<file path="config.mk">
export PLATFORM = sky130hd
export DESIGN_NAME = nsx_exec
export DESIGN_NICKNAME = d
export VERILOG_FILES = /design/src/core/nsx_pkg.sv /design/src/core/nsx_dir_if.sv /design/src/core/nsx_dir_bank.sv /design/src/core/nsx_exec.sv
export SDC_FILE = /design/constraint.sdc
export NUM_CORES = 1
export LEC_CHECK = 0
export BUFFER_PORTS_ARGS = -buffer_cell sky130_fd_sc_hd__buf_2
export CAP_MARGIN = 5
export CELL_PAD_IN_SITES_DETAIL_PLACEMENT = 1
export CELL_PAD_IN_SITES_GLOBAL_PLACEMENT = 1
export CORE_ASPECT_RATIO = 1.75
export CORE_UTILIZATION = 39
export DETAILED_ROUTE_END_ITERATION = 8
export PLACE_DENSITY_LB_ADDON = 0.2
export SETUP_SLACK_MARGIN = 0.15
export SLEW_MARGIN = 0
export SYNTH_ARGS = -nofsm -noshare
export SYNTH_HDL_FRONTEND = slang
export SYNTH_HIERARCHICAL = 1
export SYNTH_SLANG_ARGS = --single-unit
</file>
<file path="constraint.sdc">
create_clock -name REF_CLK -period 3.1 [get_ports REF_CLK]
set_input_delay 0.155 -clock REF_CLK [delete_from_list [all_inputs] [get_ports REF_CLK]]
set_output_delay 0.155 -clock REF_CLK [all_outputs]
set_load 0.005 [all_outputs]
</file>
<file path="src/core/nsx_pkg.sv">
// Purpose: Shared constants for the nibble swap / xor / direction-load execute block
// Assumes: 12-bit instruction words, 8-bit data, 5-bit file register address
// Notes:   Opcode matching is done with mask/match pairs
package nsx_pkg;

   localparam int INSTR_W = 12;
   localparam int DATA_W  = 8;
   localparam int FADDR_W = 5;
   localparam int DSEL_W  = 3;

   // Opcode mask and match pairs
   localparam logic [11:0] SWAP_MASK  = 12'h0FC0;
   localparam logic [11:0] SWAP_MATCH = 12'h0380;
   localparam logic [11:0] RXOR_MASK  = 12'h0FC0;
   localparam logic [11:0] RXOR_MATCH = 12'h0180;
   localparam logic [11:0] DLD_MASK   = 12'h0FF8;
   localparam logic [11:0] DLD_MATCH  = 12'h0000;
   localparam logic [11:0] LXOR_MASK  = 12'h0F00;
   localparam logic [11:0] LXOR_MATCH = 12'h0F00;

   // Field positions
   localparam int DEST_BIT = 5;
   localparam int FADDR_LO = 0;
   localparam int LIT_LO   = 0;
   localparam int DSEL_LO  = 0;

   // Destination bit values
   localparam logic DEST_W    = 1'b0;
   localparam logic DEST_FILE = 1'b1;

   // Direction-load selectors
   localparam logic [2:0] SEL_PORT_A  = 3'h5;
   localparam logic [2:0] SEL_PORT_B  = 3'h6;
   localparam logic [2:0] SEL_SECOND_OPTION_REGISTER = 3'h7;

   // Values after reset
   localparam logic [7:0] W_RST     = 8'h00;
   localparam logic [7:0] DIR_RST   = 8'hFF;
   localparam logic [7:0] OPT2_RST  = 8'hFF;
   localparam logic [7:0] ZERO_BYTE = 8'h00;

endpackage : nsx_pkg

</file>
<file path="src/core/nsx_dir_if.sv">
// Purpose: Carrier between the execute logic and the direction register bank
// Assumes: One clock domain
// Notes:   Load strobe is a one-cycle pulse
`timescale 1ns/1ps
interface nsx_dir_if;
   logic       ld;
   logic [2:0] sel;
   logic [7:0] data;
   logic [7:0] dir_a;
   logic [7:0] dir_b;
   logic [7:0] opt2;

   modport ctrl (output ld, output sel, output data, input dir_a, input dir_b, input opt2);
   modport bank (input ld, input sel, input data, output dir_a, output dir_b, output opt2);
endinterface : nsx_dir_if

</file>
<file path="src/core/nsx_dir_bank.sv">
// Purpose: Port direction registers and the second option register
// Assumes: Load strobe and selector come from the execute logic on the same clock
// Notes:   Selectors other than 5, 6 and 7 load nothing
`timescale 1ns/1ps
module nsx_dir_bank
   import nsx_pkg::*;
(
   // Clock and reset
   input  wire logic clk,
   input  wire logic rst,
   // Link to execute logic
   nsx_dir_if.bank   dif
);

   logic [7:0] dir_a_r;
   logic [7:0] dir_b_r;
   logic [7:0] opt2_r;
   wire        ld_a;
   wire        ld_b;
   wire        ld_o;

   assign ld_a = dif.ld && (dif.sel == SEL_PORT_A);
   assign ld_b = dif.ld && (dif.sel == SEL_PORT_B);
   assign ld_o = dif.ld && (dif.sel == SEL_SECOND_OPTION_REGISTER);

   always_ff @(posedge clk)
   begin
      if (rst)
      begin
         dir_a_r <= DIR_RST;
         dir_b_r <= DIR_RST;
         opt2_r  <= OPT2_RST;
      end
      else
      begin
         if (ld_a)
            dir_a_r <= dif.data;
         if (ld_b)
            dir_b_r <= dif.data;
         if (ld_o)
            opt2_r <= dif.data;
      end
   end

   assign dif.dir_a = dir_a_r;
   assign dif.dir_b = dir_b_r;
   assign dif.opt2  = opt2_r;

endmodule : nsx_dir_bank

</file>
<file path="src/core/nsx_exec.sv">
// Purpose: Decode and execute of nibble swap, register xor, literal xor and direction load
// Assumes: File register read data returns combinationally for FILE_RADDR in the same cycle
// Notes:   Every instruction completes in the cycle it is presented; results land at that edge
//
// Notes on behaviour
// - Nibble swap exchanges the two halves of the file register, flags untouched.
// - Nibble swap result goes to W when destination bit is 0, else file.
// - Direction load copies W into the direction register picked by low opcode bits.
// - Direction load with selector 7 writes the second option register instead.
// - Register xor combines W and file, routes by destination bit, updates zero only.
`timescale 1ns/1ps
module nsx_exec
   import nsx_pkg::*;
(
   // Clock and reset
   input  wire logic                REF_CLK,
   input  wire logic                SYS_RST,
   // Instruction from fetch
   input  wire logic [INSTR_W-1:0]  INSTR,
   input  wire logic                INSTR_VALID,
   // File register read
   output wire logic [FADDR_W-1:0]  FILE_RADDR,
   input  wire logic [DATA_W-1:0]   FILE_RDATA,
   // File register write-back
   output wire logic                FILE_WE,
   output wire logic [FADDR_W-1:0]  FILE_WADDR,
   output wire logic [DATA_W-1:0]   FILE_WDATA,
   // Working register
   input  wire logic                W_LOAD,
   input  wire logic [DATA_W-1:0]   W_LOAD_DATA,
   output wire logic [DATA_W-1:0]   W_OUT,
   // Zero flag update
   output wire logic                Z_WE,
   output wire logic                Z_VAL,
   // Direction registers
   output wire logic [DATA_W-1:0]   DIR_PORT_A,
   output wire logic [DATA_W-1:0]   DIR_PORT_B,
   output wire logic [DATA_W-1:0]   SECOND_OPTION_REGISTER_OUT,
   // Status of the step
   output wire logic                EXEC_DONE,
   output wire logic                EXEC_IGNORED
);

   ////////////////////////////////////////////////////////////////////////////
   // Decode

   function automatic logic op_hit(input logic [11:0] ins, input logic [11:0] mask, input logic [11:0] match);
      op_hit = ((ins & mask) == match);
   endfunction : op_hit

   function automatic logic is_zero(input logic [7:0] v);
      is_zero = (v == ZERO_BYTE);
   endfunction : is_zero

   wire               nibble_swap_op;
   wire               register_xor_op;
   wire               literal_xor_op;
   wire               direction_load_op;
   wire               dsel_ok;
   wire               dest_bit;
   wire [FADDR_W-1:0] faddr;
   wire [DATA_W-1:0]  literal;
   wire [DSEL_W-1:0]  dsel;

   assign nibble_swap_op    = INSTR_VALID && op_hit(INSTR, SWAP_MASK, SWAP_MATCH);
   assign register_xor_op   = INSTR_VALID && op_hit(INSTR, RXOR_MASK, RXOR_MATCH);
   assign literal_xor_op    = INSTR_VALID && op_hit(INSTR, LXOR_MASK, LXOR_MATCH);
   assign dsel              = INSTR[DSEL_LO +: DSEL_W];
   // Selectors below 5 are not direction registers; the word is treated as not ours
   assign dsel_ok           = (dsel == SEL_PORT_A) || (dsel == SEL_PORT_B) || (dsel == SEL_SECOND_OPTION_REGISTER);
   assign direction_load_op = INSTR_VALID && op_hit(INSTR, DLD_MASK, DLD_MATCH) && dsel_ok;
   assign dest_bit          = INSTR[DEST_BIT];
   assign faddr             = INSTR[FADDR_LO +: FADDR_W];
   assign literal           = INSTR[LIT_LO +: DATA_W];

   assign FILE_RADDR = faddr;

   ////////////////////////////////////////////////////////////////////////////
   // Datapath

   logic [DATA_W-1:0] w_r;
   logic [DATA_W-1:0] w_nxt;
   logic              file_we_r;
   logic              file_we_nxt;
   logic [FADDR_W-1:0] file_waddr_r;
   logic [DATA_W-1:0] file_wdata_r;
   logic [DATA_W-1:0] file_wdata_nxt;
   logic              z_we_r;
   logic              z_we_nxt;
   logic              z_val_r;
   logic              z_val_nxt;
   logic              done_r;
   logic              ign_r;

   wire [DATA_W-1:0]  swap_res;
   wire [DATA_W-1:0]  rxor_res;
   wire [DATA_W-1:0]  lxor_res;
   wire               to_file;
   wire               to_w;
   wire               known_op;

   assign swap_res = {FILE_RDATA[3:0], FILE_RDATA[7:4]};
   assign rxor_res = w_r ^ FILE_RDATA;
   assign lxor_res = w_r ^ literal;

   assign to_file  = (nibble_swap_op || register_xor_op) && (dest_bit == DEST_FILE);
   assign to_w     = ((nibble_swap_op || register_xor_op) && (dest_bit == DEST_W))
                     || literal_xor_op;
   assign known_op = nibble_swap_op || register_xor_op || literal_xor_op || direction_load_op;

   always_comb
   begin
      file_wdata_nxt = file_wdata_r;
      if (nibble_swap_op)
         file_wdata_nxt = swap_res;
      else if (register_xor_op)
         file_wdata_nxt = rxor_res;
   end

   always_comb
   begin
      w_nxt = w_r;
      // Our own result wins over an outside load presented in the same cycle
      if (W_LOAD)
         w_nxt = W_LOAD_DATA;
      if (to_w && nibble_swap_op)
         w_nxt = swap_res;
      else if (to_w && register_xor_op)
         w_nxt = rxor_res;
      else if (literal_xor_op)
         w_nxt = lxor_res;
   end

   // Swap and direction load leave the zero flag alone; only the xor forms touch it
   assign file_we_nxt = to_file;
   assign z_we_nxt    = register_xor_op || literal_xor_op;
   assign z_val_nxt   = register_xor_op ? is_zero(rxor_res) : is_zero(lxor_res);

   always_ff @(posedge REF_CLK)
   begin
      if (SYS_RST)
         w_r <= W_RST;
      else
         w_r <= w_nxt;
   end

   // Address holds after a write, and data until the next swap or register xor, so the file side may sample them late
   always_ff @(posedge REF_CLK)
   begin
      if (SYS_RST)
      begin
         file_we_r    <= 1'b0;
         file_waddr_r <= '0;
         file_wdata_r <= ZERO_BYTE;
      end
      else
      begin
         file_we_r    <= file_we_nxt;
         file_waddr_r <= to_file ? faddr : file_waddr_r;
         file_wdata_r <= file_wdata_nxt;
      end
   end

   always_ff @(posedge REF_CLK)
   begin
      if (SYS_RST)
      begin
         z_we_r  <= 1'b0;
         z_val_r <= 1'b0;
      end
      else
      begin
         z_we_r  <= z_we_nxt;
         z_val_r <= z_we_nxt ? z_val_nxt : z_val_r;
      end
   end

   always_ff @(posedge REF_CLK)
   begin
      if (SYS_RST)
      begin
         done_r <= 1'b0;
         ign_r  <= 1'b0;
      end
      else
      begin
         done_r <= known_op;
         ign_r  <= INSTR_VALID && !known_op;
      end
   end

   ////////////////////////////////////////////////////////////////////////////
   // Direction registers

   nsx_dir_if dif ();

   // W is the value before this instruction, as the load reads W, not a result
   assign dif.ld   = direction_load_op;
   assign dif.sel  = dsel;
   assign dif.data = w_r;

   nsx_dir_bank u_bank
   (
      .clk (REF_CLK),
      .rst (SYS_RST),
      .dif (dif)
   );

   ////////////////////////////////////////////////////////////////////////////
   // Outputs

   assign FILE_WE      = file_we_r;
   assign FILE_WADDR   = file_waddr_r;
   assign FILE_WDATA   = file_wdata_r;
   assign W_OUT        = w_r;
   assign Z_WE         = z_we_r;
   assign Z_VAL        = z_val_r;
   assign DIR_PORT_A   = dif.dir_a;
   assign DIR_PORT_B   = dif.dir_b;
   assign SECOND_OPTION_REGISTER_OUT  = dif.opt2;
   assign EXEC_DONE    = done_r;
   assign EXEC_IGNORED = ign_r;

endmodule : nsx_exec

</file>
==> results.yml <==
floorplanning:
  die_x_microns: 62.1
  start_util: 0.402
  ios: 87
  core_sq_um: 6130
  rows: 38
  fp.dieH_microns: 107
  die_area_sq_um: 6650
global_routing:
  grt_pass1_wl_mm: 10.4
  overflow: 0
  grt_max_degree: 39
  grt_pass1_vias: 2076
  antenna_found_initial: 0
  grt.total_usage: 0.214
sta:
  min_period_ps: 1820
  setup_tns_ps: 0
  finalCritPeriodShare: 0.587
  worst_pin_slew_ps: 658
  maxSlewViolCount: 0
  skew_ps: 8.09
  rsz0062_at_grt: "no"
  fmax_mhz: 550
  hold_viol: 0
  slew_headroom: 0.562
  setup_viol: 0
logic_synthesis:
  synthTopCellsByArea: "dfxtp_1 41%, mux2i_1 17%, nor2_1 7.0%, xor2_1 5.7%, a21oi_1 2.8%"
  synth_common_cells: "50 x dfxtp_1, 46 x nor2_1, 43 x mux2i_1, 16 x xor2_1, 14 x a21oi_1"
  synth_fp_nets: 301
  synth_area_per_cell_sq_um: 9.16
  ys_ff_latch: 50
  synth-seq-area-share: 0.406
  synthFlopType: "dfxtp_1"
  yosysMostFrequentCell: "dfxtp_1"
  yosysUniqueCellTypes: 39
  yosysTopAreaCell: "dfxtp_1"
  synth_edf_count: 0
  netlist_area_sq_um: 2460
  syn_inst: 269
  synth_top_area_share: 0.406
  ys_warn_count: 6
  async_flop_share: 0
drt:
  remaining_drc_errors: 0
  vias: 2183
  vias_per_cell: 5.12
  drt-total-wl_mm: 6.67
  wl_per_cell_microns: 15.7
  drt-initial-drc-count: 100
  first_pass_iters: 4
  ant_nets: 0
critical_path:
  cp_slowest_cell: "or4b_4"
  critPathKind: "primary input to flop"
  path_cells: "buf_2 -> or4b_4 -> nor4_4 -> nand4b_1 -> mux2i_1"
  worstPathArrival_ps: 2050
  start_kind: "primary input"
  slowest_delay_ps: 530
  cp-end-kind: "flop"
  crit_required_ps: 3330
  worst-path-max-fanout: 8
pwr:
  p_comb_frac: 0.129
  power_frac_clock: 0.350
  p_leak_nw: 1.45
  swShare: 0.262
  power.share.sequential: 0.521
  p_int_mw: 0.946
  peakVddDrop_mv: 0.200
  p_per_area_nw_per_um2: 426
  p_switching_mw: 0.336
  power.total_mw: 1.28
clock_tree:
  cts_hold_buf: 0
  clockBufferDepth: 2
  cts_tree: "done"
  clk_pin_slew_ps: 90
  cts_buffers: 5
  clkSinkCount: 50
  clock_latency_ps: 310
  cts_resized: 0
  ctsHtreeMaxLevel: 2
  post_cts_buffers: 0
  root_buffer: "clkbuf_8"
cells_and_area:
  fin_cells: 426
  fillCellCount: 745
  n_antenna_cell: 0
  final_nets: 377
  areaGrowthSynthToFinish_pct: 22.0
  drive_gt1_frac: 0.306
worst_hold_path:
  holdCritPathClass: "primary input to flop"
run:
  drv_cap: 0
placement:
  port-buffer-count: 86
  dp_cells: 418
  place.gp.congestion: 0.756
  dpl.hpwl_mm: 5.23
status:
  status: "completed"
## final timing paths
path | from | to | slack, ps | cells past startpoint
min reg2reg | FILE_WADDR[4] | FILE_WADDR[4] | 510 | 2
max | INSTR[9] | u_bank/dif.dir_a[3] | 1280 | 5
max reg2reg | W_OUT[3] | Z_VAL | 1710 | 4
min | INSTR[4] | FILE_WADDR[4] | 130 | 3
## cells by family after synthesis
family	synth area share
flip-flops	0.406
buffers and inverters	0.0533
multiplexers	0.188
AND/OR/NAND/NOR	0.239
AO/OA/AOI/OAI	0.0569
XOR/XNOR	0.0569
## cell usage in the layout, fill, tap and decap left out, types with 2 or more instances in the layout
master	synthesis	routed
buf_2	6	86
dfxtp_1	50	50
nor2_1	46	46
mux2i_1	43	43
xor2_1	16	16
a21oi_1	14	14
nor3_1	12	12
and3_1	9	9
clkbuf_8	0	8
nand2b_1	7	7
nor2b_1	7	7
or3_1	6	6
inv_1	6	6
o21ai_0	5	5
nor4_1	4	4
mux2_2	3	3
nand3_1	2	2
o21ai_1	2	2
## metal layers
| metal | wire [microns] | track usage |
|---|---|---|
| met1 | 2690 | 0.246 |
| met2 | 3620 | 0.377 |
| met3 | 236 | 0.0350 |
| met4 | 121 | 0.0762 |
| met5 | 0 | 0 |
## layout make-up
class | instances | area [sq um] | area share
multi-input combinational | 194 | 1330 | 0.443
tap | 80 | 100 | 0.0333
inverter | 7 | 26.3 | 0.00874
clock buffer | 8 | 110 | 0.0366
sequential | 50 | 1000 | 0.333
timing repair buffer | 87 | 438 | 0.146
## worst max-delay path: cells and delay by family
family	cells	cell delay, ps
AND/OR/NAND/NOR	3	1440
multiplexers	1	310
buffers and inverters	1	140
## sequential cells by signal, indices dropped and copies added (netlist names)
register and flops:
u_bank/dif.opt2 8, FILE_WADDR 5, EXEC_DONE 1, Z_WE 1, u_bank/dif.dir_a 8, FILE_WE 1, Z_VAL 1, EXEC_IGNORED 1
W_OUT 8, u_bank/dif.dir_b 8, FILE_WDATA 8
## power groups by stage
| stage | Clock, mW | Combinational [mW] | Sequential, mW |
|---|---|---|---|
| floorplan | 0 | 0.0983 | 0.679 |
| global placement | 0 | 0.163 | 0.684 |
| detailed placement | 0 | 0.166 | 0.684 |
| CTS | 0.454 | 0.167 | 0.668 |
| global route | 0.478 | 0.184 | 0.671 |
| finish | 0.449 | 0.165 | 0.669 |
## metrics by stage
| stage | hold slack [ps] | worst slack [ps] | util | cell area [sq um] |
|---|---|---|---|---|
| global placement | 455 | 987 | 0.472 | 2900 |
| CTS | 131 | 1260 | 0.490 | 3010 |
| detailed placement | 456 | 943 | 0.472 | 2900 |
| global route | 134 | 1120 | 0.490 | 3010 |
| finish | 133 | 1280 | 0.490 | 3010 |
| floorplan | 299 | 1450 | - | 2460 |
No activity file was read; power rests on OpenSTA's default activity.
